### src/rtl/pwdm_pkg.sv
// Purpose: shared constants of the pulse width demodulator
// Assumes: 32-bit AHB-Lite register bus, one word per register
// Notes:   offsets are byte addresses
package pwdm_pkg;

	// register byte offsets
	localparam logic [7:0] OFS_BYTE_CTRL   = 8'h00;
	localparam logic [7:0] OFS_SHARED_CTRL = 8'h04;
	localparam logic [7:0] OFS_WIDE_CTRL   = 8'h08;
	localparam logic [7:0] OFS_LOW_LOAD    = 8'h0C;
	localparam logic [7:0] OFS_HIGH_LOAD   = 8'h10;
	localparam logic [7:0] OFS_RISE_CAP    = 8'h14;
	localparam logic [7:0] OFS_FALL_CAP    = 8'h18;
	localparam logic [7:0] OFS_COUNT       = 8'h1C;
	localparam logic [7:0] OFS_IRQ_STAT    = 8'h20;
	localparam logic [7:0] OFS_IRQ_MASK    = 8'h24;

	// byte_timer_control fields
	localparam int BC_ENABLE      = 7;
	localparam int BC_TIMEOUT     = 5;
	localparam int BC_PRESC_HI    = 4;
	localparam int BC_PRESC_LO    = 3;
	localparam int BC_EDGE_IE     = 2;
	localparam int BC_TIMEOUT_IE  = 1;
	localparam int BC_ROUTE       = 0;

	// shared_timer_control fields
	localparam int SC_SEL_HI      = 5;
	localparam int SC_SEL_LO      = 4;
	localparam int SC_RISE_FLAG   = 1;
	localparam int SC_FALL_FLAG   = 0;

	// wide_timer_control fields
	localparam int WC_ROUTE       = 0;

	// status / mask layout
	localparam int ST_RISE        = 0;
	localparam int ST_FALL        = 1;
	localparam int ST_TIMEOUT     = 2;
	localparam int ST_WIDTH       = 3;

	// edge select and port3 bit6 source codes
	localparam logic [1:0] SEL_NONE = 2'h0;
	localparam logic [1:0] SEL_RISE = 2'h1;
	localparam logic [1:0] SEL_FALL = 2'h2;
	localparam logic [1:0] SEL_BOTH = 2'h3;

	// values after reset
	localparam logic [7:0] LOAD_RESET  = 8'hFF;
	localparam logic [7:0] COUNT_ALL1  = 8'hFF;
	localparam logic [7:0] CTRL_RESET  = 8'h00;
	localparam logic [2:0] MASK_RESET  = 3'h0;
	localparam logic [2:0] PRESC_RESET = 3'h0;

	// ahb-lite codes
	localparam logic [1:0] HTRANS_NONSEQ = 2'h2;
	localparam logic [1:0] HTRANS_SEQ    = 2'h3;

	typedef enum logic {PWDM_WAIT_EDGE, PWDM_COUNTING} pwdm_state_e;

endpackage

### src/rtl/pwdm_edge_sync.sv
// Purpose: synchronise the demodulator input pin and find its edges
// Assumes: pin is asynchronous to clk_sys
// Notes:   edge pulses last one clk_sys cycle
`timescale 1ns/1ps
`default_nettype none
module pwdm_edge_sync (
	// clock and reset
	input  wire logic clk_sys,
	input  wire logic rstn,
	input  wire logic clk_en,
	// pin and edges
	input  wire logic pin_in,
	output logic      rise_pulse,
	output logic      fall_pulse
);
	logic meta_q;
	logic sync_q;
	logic last_q;

	// first flop feeds only the second
	always_ff @(posedge clk_sys) begin
		if (!rstn) begin
			meta_q <= 1'b0;
			sync_q <= 1'b0;
		end else if (clk_en) begin
			meta_q <= pin_in;
			sync_q <= meta_q;
		end
	end

	always_ff @(posedge clk_sys) begin
		if (!rstn) begin
			last_q <= 1'b0;
		end else if (clk_en) begin
			last_q <= sync_q;
		end
	end

	assign rise_pulse = clk_en & sync_q & ~last_q;
	assign fall_pulse = clk_en & ~sync_q & last_q;
endmodule
`default_nettype wire

### src/rtl/pwdm_top.sv
// Purpose: eight-bit down counter measuring pulse widths between edges
// Assumes: AHB-Lite slave, zero wait states, word accesses only
// Notes:   counter ticks come from a prescaler of clk_sys
//
// Contract
// - counting starts at first selected edge
// - next edge captures complemented present count
// - rising to rise register, falling to fall
// - capture sets edge flag, optional interrupt
// - after capture reload all-ones, keep counting
// - count reaching zero sets timeout flag
// - after timeout counting continues from all-ones
// - wrap from zero is no timeout
// - stop and clear act one tick later
// - timer outputs routed to three port pins
`timescale 1ns/1ps
`default_nettype none
module pwdm_top
	import pwdm_pkg::*;
#(
	parameter int PRESC_W = 3
) (
	// clock, reset, enable
	input  wire logic        clk_sys,
	input  wire logic        rstn,
	input  wire logic        clk_en,
	// ahb-lite slave
	input  wire logic        hsel,
	input  wire logic [31:0] haddr,
	input  wire logic [1:0]  htrans,
	input  wire logic        hwrite,
	input  wire logic [2:0]  hsize,
	input  wire logic [31:0] hwdata,
	input  wire logic        hready,
	output logic [31:0]      hrdata,
	output logic             hreadyout,
	output logic             hresp,
	// demodulator input and wide timer output
	input  wire logic        demod_pin,
	input  wire logic        sixteen_bit_timer_out,
	// port pins and interrupt
	output logic             port3_bit4_pin,
	output logic             port3_bit5_pin,
	output logic             port3_bit6_pin,
	output logic             irq
);
	import pwdm_pkg::*;

	////////////////////////////////////////////////////////////////////////
	// declarations

	logic [7:0]          byte_ctrl_q;
	logic [7:0]          shared_ctrl_q;
	logic [7:0]          wide_ctrl_q;
	logic [7:0]          low_load_value_q;
	logic [7:0]          high_load_value_q;
	logic [7:0]          rise_capture_reg_q;
	logic [7:0]          fall_capture_reg_q;
	logic [7:0]          count_q;
	logic [ST_WIDTH-1:0] flags_q;
	logic [ST_WIDTH-1:0] clr_pend_q;
	logic [ST_WIDTH-1:0] mask_q;
	logic [ST_WIDTH-1:0] set_ev;
	logic [PRESC_W-1:0]  presc_q;
	logic                run_q;
	logic                byte_timer_output_q;
	pwdm_state_e         state_q;
	logic                tick;
	logic                rise_ev;
	logic                fall_ev;
	logic                edge_hit;
	logic                ap_valid;
	logic                wr_q;
	logic [7:0]          waddr_q;
	logic                wr_now;
	logic [31:0]         rd_d;
	logic [ST_WIDTH-1:0] wr_clr;

	////////////////////////////////////////////////////////////////////////
	// helpers

	// mask of prescaler bits that must be all ones for a tick
	function automatic logic [PRESC_W-1:0] div_mask(input logic [1:0] sel);
		logic [PRESC_W:0] one_hot;
		one_hot = '0;
		one_hot[sel] = 1'b1;
		return PRESC_W'(one_hot - 1'b1);
	endfunction

	function automatic logic [31:0] word8(input logic [7:0] v);
		return {24'h000000, v};
	endfunction

	////////////////////////////////////////////////////////////////////////
	// input pin

	pwdm_edge_sync u_sync (
		.clk_sys    (clk_sys),
		.rstn       (rstn),
		.clk_en     (clk_en),
		.pin_in     (demod_pin),
		.rise_pulse (rise_ev),
		.fall_pulse (fall_ev)
	);

	// qualifying edge per edge-select field
	always_comb begin
		unique case (shared_ctrl_q[SC_SEL_HI:SC_SEL_LO])
			SEL_NONE: edge_hit = 1'b0;
			SEL_RISE: edge_hit = rise_ev;
			SEL_FALL: edge_hit = fall_ev;
			SEL_BOTH: edge_hit = rise_ev | fall_ev;
		endcase
	end

	////////////////////////////////////////////////////////////////////////
	// counter clock

	assign tick = clk_en & (&(presc_q | ~div_mask(byte_ctrl_q[BC_PRESC_HI:BC_PRESC_LO])));

	always_ff @(posedge clk_sys) begin
		if (!rstn) begin
			presc_q <= PRESC_W'(PRESC_RESET);
		end else if (clk_en) begin
			presc_q <= presc_q + 1'b1;
		end
	end

	////////////////////////////////////////////////////////////////////////
	// ahb-lite slave

	assign ap_valid  = hsel & hready & (htrans == HTRANS_NONSEQ || htrans == HTRANS_SEQ);
	assign hreadyout = 1'b1;
	assign hresp     = 1'b0;
	assign wr_now    = clk_en & wr_q;

	// address phase captured, write done in data phase
	always_ff @(posedge clk_sys) begin
		if (!rstn) begin
			wr_q    <= 1'b0;
			waddr_q <= 8'h00;
		end else if (clk_en) begin
			wr_q    <= ap_valid & hwrite;
			waddr_q <= haddr[7:0];
		end
	end

	// read word built in address phase so hrdata is a flop
	always_comb begin
		rd_d = 32'h00000000;
		unique case (haddr[7:0])
			OFS_BYTE_CTRL:   rd_d = word8({byte_ctrl_q[7:6], flags_q[ST_TIMEOUT], byte_ctrl_q[4:0]});
			OFS_SHARED_CTRL: rd_d = word8({shared_ctrl_q[7:2], flags_q[ST_RISE], flags_q[ST_FALL]});
			OFS_WIDE_CTRL:   rd_d = word8(wide_ctrl_q);
			OFS_LOW_LOAD:    rd_d = word8(low_load_value_q);
			OFS_HIGH_LOAD:   rd_d = word8(high_load_value_q);
			OFS_RISE_CAP:    rd_d = word8(rise_capture_reg_q);
			OFS_FALL_CAP:    rd_d = word8(fall_capture_reg_q);
			OFS_COUNT:       rd_d = word8(count_q);
			OFS_IRQ_STAT:    rd_d = {29'h00000000, flags_q};
			OFS_IRQ_MASK:    rd_d = {29'h00000000, mask_q};
			default:         rd_d = 32'h00000000;
		endcase
	end

	always_ff @(posedge clk_sys) begin
		if (!rstn) begin
			hrdata <= 32'h00000000;
		end else if (clk_en && ap_valid && !hwrite) begin
			hrdata <= rd_d;
		end
	end

	////////////////////////////////////////////////////////////////////////
	// control registers

	always_ff @(posedge clk_sys) begin
		if (!rstn) begin
			byte_ctrl_q   <= CTRL_RESET;
			shared_ctrl_q <= CTRL_RESET;
			wide_ctrl_q   <= CTRL_RESET;
			mask_q        <= MASK_RESET;
		end else if (wr_now) begin
			unique case (waddr_q)
				OFS_BYTE_CTRL:   byte_ctrl_q   <= hwdata[7:0];
				OFS_SHARED_CTRL: shared_ctrl_q <= hwdata[7:0];
				OFS_WIDE_CTRL:   wide_ctrl_q   <= hwdata[7:0];
				OFS_IRQ_MASK:    mask_q        <= hwdata[ST_WIDTH-1:0];
				default:         ;
			endcase
		end
	end

	// load values only stored; the counter reloads all-ones itself
	always_ff @(posedge clk_sys) begin
		if (!rstn) begin
			low_load_value_q  <= LOAD_RESET;
			high_load_value_q <= LOAD_RESET;
		end else if (wr_now) begin
			if (waddr_q == OFS_LOW_LOAD) begin
				low_load_value_q <= hwdata[7:0];
			end
			if (waddr_q == OFS_HIGH_LOAD) begin
				high_load_value_q <= hwdata[7:0];
			end
		end
	end

	////////////////////////////////////////////////////////////////////////
	// delayed stop and flag clear

	// write-one-to-clear from status and from control status bits
	always_comb begin
		wr_clr = '0;
		if (wr_now) begin
			unique case (waddr_q)
				OFS_IRQ_STAT:    wr_clr = hwdata[ST_WIDTH-1:0];
				OFS_BYTE_CTRL:   wr_clr[ST_TIMEOUT] = hwdata[BC_TIMEOUT];
				OFS_SHARED_CTRL: begin
					wr_clr[ST_RISE] = hwdata[SC_RISE_FLAG];
					wr_clr[ST_FALL] = hwdata[SC_FALL_FLAG];
				end
				default:         wr_clr = '0;
			endcase
		end
	end

	// stop and start wait for the next counter tick
	always_ff @(posedge clk_sys) begin
		if (!rstn) begin
			run_q <= 1'b0;
		end else if (tick) begin
			run_q <= byte_ctrl_q[BC_ENABLE];
		end
	end

	// clears wait for the next tick, so clearing in the same write
	// as the stop could race a timeout still in flight
	always_ff @(posedge clk_sys) begin
		if (!rstn) begin
			clr_pend_q <= '0;
		end else if (clk_en) begin
			if (tick) begin
				clr_pend_q <= wr_clr;
			end else begin
				clr_pend_q <= clr_pend_q | wr_clr;
			end
		end
	end

	// set wins over a clear landing in the same cycle
	always_ff @(posedge clk_sys) begin
		if (!rstn) begin
			flags_q <= '0;
		end else if (clk_en) begin
			if (tick) begin
				flags_q <= (flags_q & ~clr_pend_q) | set_ev;
			end else begin
				flags_q <= flags_q | set_ev;
			end
		end
	end

	////////////////////////////////////////////////////////////////////////
	// demodulation counter

	always_comb begin
		set_ev = '0;
		if (clk_en && run_q && state_q == PWDM_COUNTING) begin
			if (edge_hit) begin
				set_ev[ST_RISE] = rise_ev;
				set_ev[ST_FALL] = fall_ev;
			end else if (tick && count_q == 8'h01) begin
				set_ev[ST_TIMEOUT] = 1'b1;
			end
		end
	end

	always_ff @(posedge clk_sys) begin
		if (!rstn) begin
			state_q <= PWDM_WAIT_EDGE;
			count_q <= COUNT_ALL1;
		end else if (clk_en) begin
			if (!run_q) begin
				state_q <= PWDM_WAIT_EDGE;
				count_q <= COUNT_ALL1;
			end else begin
				unique case (state_q)
					PWDM_WAIT_EDGE: begin
						if (edge_hit) begin
							state_q <= PWDM_COUNTING;
							count_q <= COUNT_ALL1;
						end
					end
					PWDM_COUNTING: begin
						if (edge_hit) begin
							count_q <= COUNT_ALL1;
						end else if (tick) begin
							if (count_q == 8'h00) begin
								count_q <= COUNT_ALL1;
							end else begin
								count_q <= count_q - 8'h01;
							end
						end
					end
				endcase
			end
		end
	end

	// capture complemented count by edge direction
	always_ff @(posedge clk_sys) begin
		if (!rstn) begin
			rise_capture_reg_q <= 8'h00;
			fall_capture_reg_q <= 8'h00;
		end else if (clk_en && run_q && state_q == PWDM_COUNTING && edge_hit) begin
			if (rise_ev) begin
				rise_capture_reg_q <= ~count_q;
			end
			if (fall_ev) begin
				fall_capture_reg_q <= ~count_q;
			end
		end
	end

	////////////////////////////////////////////////////////////////////////
	// outputs

	// byte timer output toggles on every timeout
	always_ff @(posedge clk_sys) begin
		if (!rstn) begin
			byte_timer_output_q <= 1'b0;
		end else if (set_ev[ST_TIMEOUT]) begin
			byte_timer_output_q <= ~byte_timer_output_q;
		end
	end

	// edge-select field doubles as bit6 source select
	always_ff @(posedge clk_sys) begin
		if (!rstn) begin
			port3_bit4_pin <= 1'b0;
			port3_bit5_pin <= 1'b0;
			port3_bit6_pin <= 1'b0;
		end else if (clk_en) begin
			port3_bit4_pin <= byte_ctrl_q[BC_ROUTE] & byte_timer_output_q;
			port3_bit5_pin <= wide_ctrl_q[WC_ROUTE] & sixteen_bit_timer_out;
			unique case (shared_ctrl_q[SC_SEL_HI:SC_SEL_LO])
				SEL_NONE: port3_bit6_pin <= 1'b0;
				SEL_RISE: port3_bit6_pin <= byte_timer_output_q;
				SEL_FALL: port3_bit6_pin <= sixteen_bit_timer_out;
				SEL_BOTH: port3_bit6_pin <= byte_timer_output_q ^ sixteen_bit_timer_out;
			endcase
		end
	end

	// enables and mask bits both gate each source, then all or onto the line
	always_ff @(posedge clk_sys) begin
		if (!rstn) begin
			irq <= 1'b0;
		end else if (clk_en) begin
			irq <= |(mask_q & flags_q & {byte_ctrl_q[BC_TIMEOUT_IE],
				byte_ctrl_q[BC_EDGE_IE], byte_ctrl_q[BC_EDGE_IE]});
		end
	end

endmodule
`default_nettype wire

### config.mk
export PLATFORM = sky130hd
export DESIGN_NAME = pwdm_top
export DESIGN_NICKNAME = d
export VERILOG_FILES = /design/src/rtl/pwdm_pkg.sv /design/src/rtl/pwdm_edge_sync.sv /design/src/rtl/pwdm_top.sv
export SDC_FILE = /design/constraint.sdc
export NUM_CORES = 1
export LEC_CHECK = 0
export BUFFER_PORTS_ARGS = -buffer_cell sky130_fd_sc_hd__buf_2
export CORE_ASPECT_RATIO = 0.5
export CORE_MARGIN = 2
export CORE_UTILIZATION = 45
export DETAILED_ROUTE_END_ITERATION = 10
export HOLD_SLACK_MARGIN = 0.06
export PLACE_DENSITY = 0.67
export SETUP_SLACK_MARGIN = 0.1
export SYNTH_ARGS = -nofsm -noshare
export SYNTH_HDL_FRONTEND = slang
export SYNTH_SLANG_ARGS = --single-unit
### constraint.sdc
create_clock -name clk_sys -period 2.65 [get_ports clk_sys]
set_input_delay 0.53 -clock clk_sys [delete_from_list [all_inputs] [get_ports clk_sys]]
set_output_delay 0.53 -clock clk_sys [all_outputs]
set_load 0.01 [all_outputs]
==> metrics.txt, run 1 <==
status finished, final reports clean; asr flop ratio synth 0%; setup repair after global routing missed its margin no; final estimated routing congestion in global placement 0.884; Die X 153 um; Setup Skew 0.00459 ns; initial core utilization 45.7%; largest net degree at the start of global routing 65; share of the clock period used by the worst path 78.8%; CP required 2.92 ns; leakage power 2.33 nW; largest area contributor in the netlist sky130_fd_sc_hd__dfxtp_1; number of gates resized after cts 0; FP Rows 27; total wire length after detailed routing 11,800 um; count of non-filler cells in the finished layout 714; Syn Area/Cell 9.24 um^2; hold violation count in the final report 0; 1st-pass router iterations 4; Highest Clock Rate 479 MHz; worst min path class primary input to flip-flop; Area Overhead vs Synth 10.9%; maximum VDD drop 0.256 mV; antenna violations before repair 0; commonest cells in the netlist 100 x sky130_fd_sc_hd__dfxtp_1, 71 x sky130_fd_sc_hd__nand2_1, 61 x sky130_fd_sc_hd__mux2i_1; vias in the first global route 3,712; fraction of layout instances using a drive strength above 1 14.1%; Final setup viols 0; share of synthesized area occupied by flip-flops and latches 40.3%; Power per Cell Area 555 nW/um^2; clock transition time at the flip-flop clock pins of the worst setup and hold paths 0.07 ns; master cell of the clock root buffer sky130_fd_sc_hd__clkbuf_16; input/output buffers 36; synthesized flop and latch total 100; path depth of the worst reg2reg path 5; reg2reg end count_q[2]; summed instance area of the synthesized netlist 4970 um^2; Vias per Instance 5.45; YS warnings 0; WP data arrival 2.36 ns; CTS Hold Bufs 0; fraction of post-synthesis cell area in the top cell type by area 40.3%; clock share of power 42.9%; switching share of power 22.9%; slew of the pin with the lowest slew margin 0.761 ns; worst setup path endpoint hrdata[5]; CTS Buffer Depth 2; clock tree sinks 100; relative contribution of sequential cells to total power 50.0%; nets@finish 645; number of design-rule violations left by the first detailed-router iteration 307; DRC violation count after routing 0; fill cell total of the finished layout 1,017; start point of the critical path haddr[0]; GRT Residual Overflow 0; Antenna Violating Nets Remaining 0; logic gate share of total power 7.1%; routed wire length per instance 16.5 um; CTS tree built; worst reg2reg startpoint byte_ctrl_q[4]; Internal Dissipation 2.36 mW; clock period minus final worst setup slack 2.09 ns; Sequential Area 2000 um^2; GRT Resource Usage Total 20.7%; total I/O pin count 115; most area-consuming cells after synthesis sky130_fd_sc_hd__dfxtp_1 40%, sky130_fd_sc_hd__mux2i_1 12%, sky130_fd_sc_hd__nand2_1 5.4%, sky130_fd_sc_hd__nor2b_1 4.7%, sky130_fd_sc_hd__buf_4 3.9%; area occupied by multi-input gates 2700 um^2; distinct cell type count of the synthesized netlist 59; later-pin clock latency in the skew report 0.34 ns; internal reg-to-reg setup slack 0.58 ns; kind of end point of the critical path flip-flop; most frequently used cell type in the post-synthesis netlist sky130_fd_sc_hd__dfxtp_1; number of antenna repair diodes 0; fin. max-slew vios 0; Die Ht 78.3 um; total core area 10,900 um^2; Crit Path Class primary input to flip-flop; first-pass GRT wire length 19,400 um; die area 12,000 um^2; Post-Synthesis Cells 538; H-tree levels 3; vias post-DR 3,889; largest fanout on the critical path 4; detailed placer's ending HPWL 8270 um; switching component of the power 0.701 mW; type of element launching the critical path primary input; max-capacitance violation count 0; final total negative setup slack 0 ns; Synth Flop Type sky130_fd_sc_hd__dfxtp_1; post-CTS setup buffers 0; DP Cell Count 698; Num CTS Buffers 9; number of synthesized flops with an enable pin 0; normalized max-slew margin 49.2%
==> layer usage <==
| metal | vias to the layer above | track usage [%] | part of all wire [%] |
|---|---|---|---|
| met5 | - | 0 | 0 |
| met3 | 21 | 4.58 | 6.4 |
| met2 | 105 | 32.1 | 42 |
| li1 | 1920 | - | - |
| met1 | 1843 | 29.1 | 50 |
| met4 | 0 | 6.30 | 1.6 |
==> worst max-delay path: stages <==
cell                        delay (ns)
sky130_fd_sc_hd__buf_2            0.13
sky130_fd_sc_hd__or4_1            0.56
sky130_fd_sc_hd__or3_1            0.36
sky130_fd_sc_hd__or4_4            0.55
sky130_fd_sc_hd__a2bb2oi_1        0.16
sky130_fd_sc_hd__o21ai_0          0.08
==> stage by stage <==
| step | hold WS (ns) | instance area [um^2] | setup WS (ns) | utilization (%) | power [mW] |
|---|---|---|---|---|---|
| finish | 0.457 | 5510 | 0.562 | 50.7 | 3.06 |
| global route | 0.469 | 5510 | 0.318 | 50.7 | 3.17 |
| CTS | 0.458 | 5510 | 0.592 | 50.7 | 3.08 |
| detailed placement | 0.442 | 5220 | 0.239 | 48.0 | 1.78 |
| global placement | 0.434 | 5220 | 0.249 | 48.0 | 1.78 |
| floorplan | 0.436 | 5060 | 0.474 | - | 1.74 |
==> final cells by class <==
class / count / share of cell area [%]
Sequential cell: 100 / 36.3
Multi-Input combinational cell: 395 / 49.0
Timing Repair Buffer: 51 / 5.54
Clock buffer: 12 / 4.47
Clock inverter: 4 / 0.885
Tap cell: 145 / 3.29
Inverter: 7 / 0.477
==> power by group through the flow <==
stage | registers [mW] | logic (mW) | clock network [mW]
after global routing | 1.53 | 0.241 | 1.40
after detailed placement | 1.56 | 0.217 | 0
final | 1.53 | 0.219 | 1.31
after floorplan | 1.56 | 0.176 | 0
after global placement | 1.56 | 0.215 | 0
after CTS | 1.53 | 0.216 | 1.34
==> flip-flops by register name, indices dropped and copies added, names as in the netlist, 8 cells and up <==
| register | cells |
|---|---|
| wide_ctrl_q | 8 |
| rise_capture_reg_q | 8 |
| fall_capture_reg_q | 8 |
| low_load_value_q | 8 |
| high_load_value_q | 8 |
| hrdata | 8 |
| waddr_q | 8 |
| count_q | 8 |
==> placed cells by master, fill, tap and decap left out, types with 11 or more instances in the layout <==
cell type                    n
sky130_fd_sc_hd__nand3_1    11
sky130_fd_sc_hd__a21boi_0   13
sky130_fd_sc_hd__nand2_1    71
sky130_fd_sc_hd__mux2i_1    61
sky130_fd_sc_hd__conb_1     26
sky130_fd_sc_hd__dfxtp_1   100
sky130_fd_sc_hd__o21ai_0    22
sky130_fd_sc_hd__nor3_1     13
sky130_fd_sc_hd__and2_1     11
sky130_fd_sc_hd__buf_2      36
sky130_fd_sc_hd__buf_4      14
sky130_fd_sc_hd__o211a_1    14
sky130_fd_sc_hd__nor2b_1    37
==> cells by family after synthesis <==
kind of cell | Yosys count | share of synthesized area, %
multiplexers | 70 | 15.9
XOR/XNOR | 4 | 0.705
AO/OA/AOI/OAI | 90 | 13.2
adder cells (fa/ha/maj) | 4 | 1.01
buffers and inverters | 67 | 7.15
flip-flops | 100 | 40.3
AND/OR/NAND/NOR | 201 | 21.6
other | 2 | 0.151
==> worst min path at each step <==
| stage | start | endpoint | slack [ns] | cells after the start |
|---|---|---|---|---|
| after global routing | demod_pin | u_sync.meta_q | 0.47 | 3 |
| final | demod_pin | u_sync.meta_q | 0.46 | 3 |
| after floorplan | low_load_value_q[1] | low_load_value_q[1] | 0.44 | 2 |
| after detailed placement | hrdata[4] | hrdata[4] | 0.44 | 2 |
| after CTS | hrdata[4] | hrdata[4] | 0.46 | 2 |
| after global placement | hrdata[4] | hrdata[4] | 0.43 | 2 |
Note: power is estimated with default switching activity, not from simulation.
==> inputs of run 2 (changes only) <==
--- a/config.mk
+++ b/config.mk
@@ -5,13 +5,14 @@
 export SDC_FILE = /design/constraint.sdc
 export NUM_CORES = 1
 export LEC_CHECK = 0
+export ABC_AREA = 1
 export BUFFER_PORTS_ARGS = -buffer_cell sky130_fd_sc_hd__buf_2
 export CORE_ASPECT_RATIO = 0.5
 export CORE_MARGIN = 2
 export CORE_UTILIZATION = 45
 export DETAILED_ROUTE_END_ITERATION = 10
 export HOLD_SLACK_MARGIN = 0.06
-export PLACE_DENSITY = 0.67
+export PLACE_DENSITY = 0.69
 export SETUP_SLACK_MARGIN = 0.1
 export SYNTH_ARGS = -nofsm -noshare
 export SYNTH_HDL_FRONTEND = slang
==> constraint.sdc (replaced) <==
create_clock -name clk_sys -period 1.7 [get_ports clk_sys]
set_input_delay 0.34 -clock clk_sys [delete_from_list [all_inputs] [get_ports clk_sys]]
set_output_delay 0.34 -clock clk_sys [all_outputs]
set_load 0.01 [all_outputs]
==> metrics.txt, run 2 <==
CTS tree built (unchanged); worst min path class primary input to flip-flop (unchanged); total I/O pin count 115 (unchanged); hold violation count in the final report 0 (unchanged); detailed placer's ending HPWL 9560 um (was 8270 um); largest fanout on the critical path 13 (was 4); slowest stage delay, CP 0.35 ns (was 0.56 ns); mux share of post-synthesis cell area 0% (was 15.9%); share of the clock period used by the worst path 86.3%; post-synthesis share of cell area spent on xor and xnor gates 0.718% (was 0.705%); asr flop ratio synth 0% (unchanged); post-synthesis compound-gate area fraction 18.0% (was 13.2%); GRT Residual Overflow 0 (unchanged); largest net degree at the start of global routing 62 (was 65); post-CTS setup buffers 0 (unchanged); fraction of post-synthesis cell area in the top cell type by area 41.0% (was 40.3%); H-tree levels 3 (unchanged); most area-consuming cells after synthesis sky130_fd_sc_hd__dfxtp_1 41%, sky130_fd_sc_hd__nand2_1 9.4%, sky130_fd_sc_hd__nand3_1 8.1%, sky130_fd_sc_hd__a21oi_1 6.2%, sky130_fd_sc_hd__o21ai_0 5.3% (was sky130_fd_sc_hd__dfxtp_1 40%, sky130_fd_sc_hd__mux2i_1 12%, sky130_fd_sc_hd__nand2_1 5.4%, sky130_fd_sc_hd__nor2b_1 4.7%, sky130_fd_sc_hd__buf_4 3.9%); ordered list of cells on the worst path inv_1 > o21ai_1 > nand2_1 > nand2_2 > inv_2 > nand2_2 > nand2_4 > a21oi_4 > nand3_1 (was buf_2 > or4_1 > or3_1 > or4_4 > a2bb2oi_1 > o21ai_0); largest area contributor in the netlist sky130_fd_sc_hd__dfxtp_1 (unchanged); share of synthesized area occupied by flip-flops and latches 41.0% (was 40.3%); input/output buffers 36 (unchanged); Power per Cell Area 893 nW/um^2 (was 555 nW/um^2); internal reg-to-reg setup slack 0.23 ns (was 0.58 ns); fraction of layout instances using a drive strength above 1 18.3% (was 14.1%); type of element launching the critical path flip-flop (was primary input); summed instance area of the synthesized netlist 4880 um^2 (was 4970 um^2); most prevalent standard cell on the critical path sky130_fd_sc_hd__nand2_2; switching component of the power 1.22 mW (was 0.701 mW); Highest Clock Rate 681 MHz; most common cell after layout, fill and taps aside sky130_fd_sc_hd__nand2_1 (was sky130_fd_sc_hd__dfxtp_1); cell family contributing the most delay on the critical path simple AND/OR/NAND/NOR gates (unchanged); Synth Area in Simple Gates 27.6% (was 21.6%); Die X 151 um (was 153 um); distinct cell type count of the synthesized netlist 42 (was 59); synthesized flop and latch total 100 (unchanged); leakage power 2.60 nW (was 2.33 nW); DRC violation count after routing 0 (unchanged); Final setup viols 0 (unchanged); master cell of the clock root buffer sky130_fd_sc_hd__clkbuf_16 (unchanged); CP required 1.93 ns (was 2.92 ns); first-pass GRT wire length 20,900 um (was 19,400 um); maximum VDD drop 0.426 mV (was 0.256 mV); switching share of power 24.0% (was 22.9%); logic gate share of total power 7.7% (was 7.1%); Post-Synthesis Cells 667 (was 538); status finished, final reports clean (unchanged); Crit Path Class flip-flop to flip-flop (was primary input to flip-flop); largest family of logic cells by synthesized area simple AND/OR/NAND/NOR gates (unchanged); clock period minus final worst setup slack 1.47 ns; number of synthesized flops with an enable pin 0 (unchanged); relative contribution of sequential cells to total power 47.7% (was 50.0%); total core area 10,400 um^2 (was 10,900 um^2); Synth Flop Type sky130_fd_sc_hd__dfxtp_1 (unchanged); nets@finish 803 (was 645); total wire length after detailed routing 12,900 um (was 11,800 um); CTS Buffer Depth 2 (unchanged); number of design-rule violations left by the first detailed-router iteration 421 (was 307); commonest cells in the netlist 122 x sky130_fd_sc_hd__nand2_1, 100 x sky130_fd_sc_hd__dfxtp_1, 79 x sky130_fd_sc_hd__nand3_1 (was 100 x sky130_fd_sc_hd__dfxtp_1, 71 x sky130_fd_sc_hd__nand2_1, 61 x sky130_fd_sc_hd__mux2i_1); Adder-Cell Fraction of Synth Area 1.03% (was 1.01%); share of the core filled with cells 54.7% (was 50.7%); GRT Resource Usage Total 23.2% (was 20.7%); clock share of power 44.6% (was 42.9%); worst hold margin 0.228 ns (was 0.457 ns); 1st-pass router iterations 5 (was 4); vias post-DR 4,517 (was 3,889); WP buf/inv 2 (was 1); number of antenna repair diodes 0 (unchanged); WP data arrival 1.69 ns (was 2.36 ns); most frequent cells in the layout 121 x sky130_fd_sc_hd__nand2_1, 99 x sky130_fd_sc_hd__dfxtp_1, 78 x sky130_fd_sc_hd__nand3_1 (was 100 x sky130_fd_sc_hd__dfxtp_1, 71 x sky130_fd_sc_hd__nand2_1, 61 x sky130_fd_sc_hd__mux2i_1); FP Rows 26 (was 27); Die Ht 77.6 um (was 78.3 um); kind of end point of the critical path flip-flop (unchanged); Internal Dissipation 3.85 mW (was 2.36 mW); clock transition time at the flip-flop clock pins of the worst setup and hold paths 0.07 ns (about the same); YS warnings 0 (unchanged); max-capacitance violation count 0 (unchanged); initial core utilization 47.0% (was 45.7%); Setup Skew 0.00761 ns (was 0.00459 ns); vias in the first global route 4,062 (was 3,712); Area Overhead vs Synth 16.3% (was 10.9%); final estimated routing congestion in global placement 0.928 (was 0.884); routed wire length per instance 14.9 um (was 16.5 um); fin. max-slew vios 0 (unchanged); antenna violations before repair 0 (unchanged); Num CTS Buffers 9 (unchanged); setup repair after global routing missed its margin yes (was no); die area 11,700 um^2 (was 12,000 um^2); Syn Area/Cell 7.31 um^2 (was 9.24 um^2); most frequently used cell type in the post-synthesis netlist sky130_fd_sc_hd__nand2_1 (was sky130_fd_sc_hd__dfxtp_1); Antenna Violating Nets Remaining 0 (unchanged); final total negative setup slack 0 ns (unchanged); Vias per Instance 5.21 (was 5.45); clock tree sinks 100 (unchanged); later-pin clock latency in the skew report 0.35 ns (was 0.34 ns); slowest CP cell sky130_fd_sc_hd__dfxtp_1 (was sky130_fd_sc_hd__or4_1)
## run 2: area by class of cell
cell class | instances | area, um^2
Fill cell | 986 | 4700
Multi-Input combinational cell | 482 | 2430
Sequential cell | 100 | 2000
Timing Repair Buffer | 73 | 520
Clock buffer | 10 | 239
Inverter | 56 | 215
Tap cell | 140 | 175
Clock inverter | 6 | 93.8
## run 2: metrics by stage
stage	power [mW]	setup slack (ns)	cells	cell area (um^2)
after floorplan	2.75	0.263	691	4970
after global placement	2.84	0.0701	851	5320
after CTS	5.10	0.182	867	5650
final	5.06	0.233	867	5670
after detailed placement	2.85	0.0504	851	5320
after global routing	5.25	0.0999	867	5670
## run 2: cell families (layout without fill, tap and decap cells)
kind of cell,Yosys count,after routing
XOR/XNOR,4,4
adder cells (fa/ha/maj),4,4
AO/OA/AOI/OAI,153,153
buffers and inverters,109,145
flip-flops,100,100
other,2,26
AND/OR/NAND/NOR,295,295
## run 2: path summary, 6_finish.rpt
check                                    start            end  cells past startpoint
worst max-delay path            byte_ctrl_q[4]     count_q[4]                      9
worst min-delay path                 demod_pin  u_sync.meta_q                      3
worst max register to register  byte_ctrl_q[4]     count_q[4]                      9
worst min register to register       hrdata[4]      hrdata[4]                      2
## run 2: power by group through the flow
stage / sequential [mW] / combinational (mW) / clock (mW)
after global placement: 2.47 / 0.374 / 0
after global routing: 2.42 / 0.436 / 2.40
final: 2.41 / 0.390 / 2.26
after floorplan: 2.46 / 0.292 / 0
after CTS: 2.41 / 0.382 / 2.30
after detailed placement: 2.47 / 0.379 / 0
## run 2: per-layer routing
metal	vias to the layer above	routed length, um	part of all wire, %	global-route usage [%]
li1	2287	-	-	-
met1	2021	6400	50	33.9
met2	194	4950	38	32.1
met3	15	1410	11	8.59
met4	0	137	1.1	5.42
met5	-	0	0	0
## run 2: timing repair
| item | CTS | global route |
|---|---|---|
| endpoints found under the setup margin | 0 | 23 |
| gates resized for setup | 0 | 5 |
| hold buffers | 0 | 0 |
## run 2: worst min-delay path: stages
cell and delay, ns:
sky130_fd_sc_hd__buf_2 0.08, sky130_fd_sc_hd__nor2_1 0.03, sky130_fd_sc_hd__nor2_1 0.09
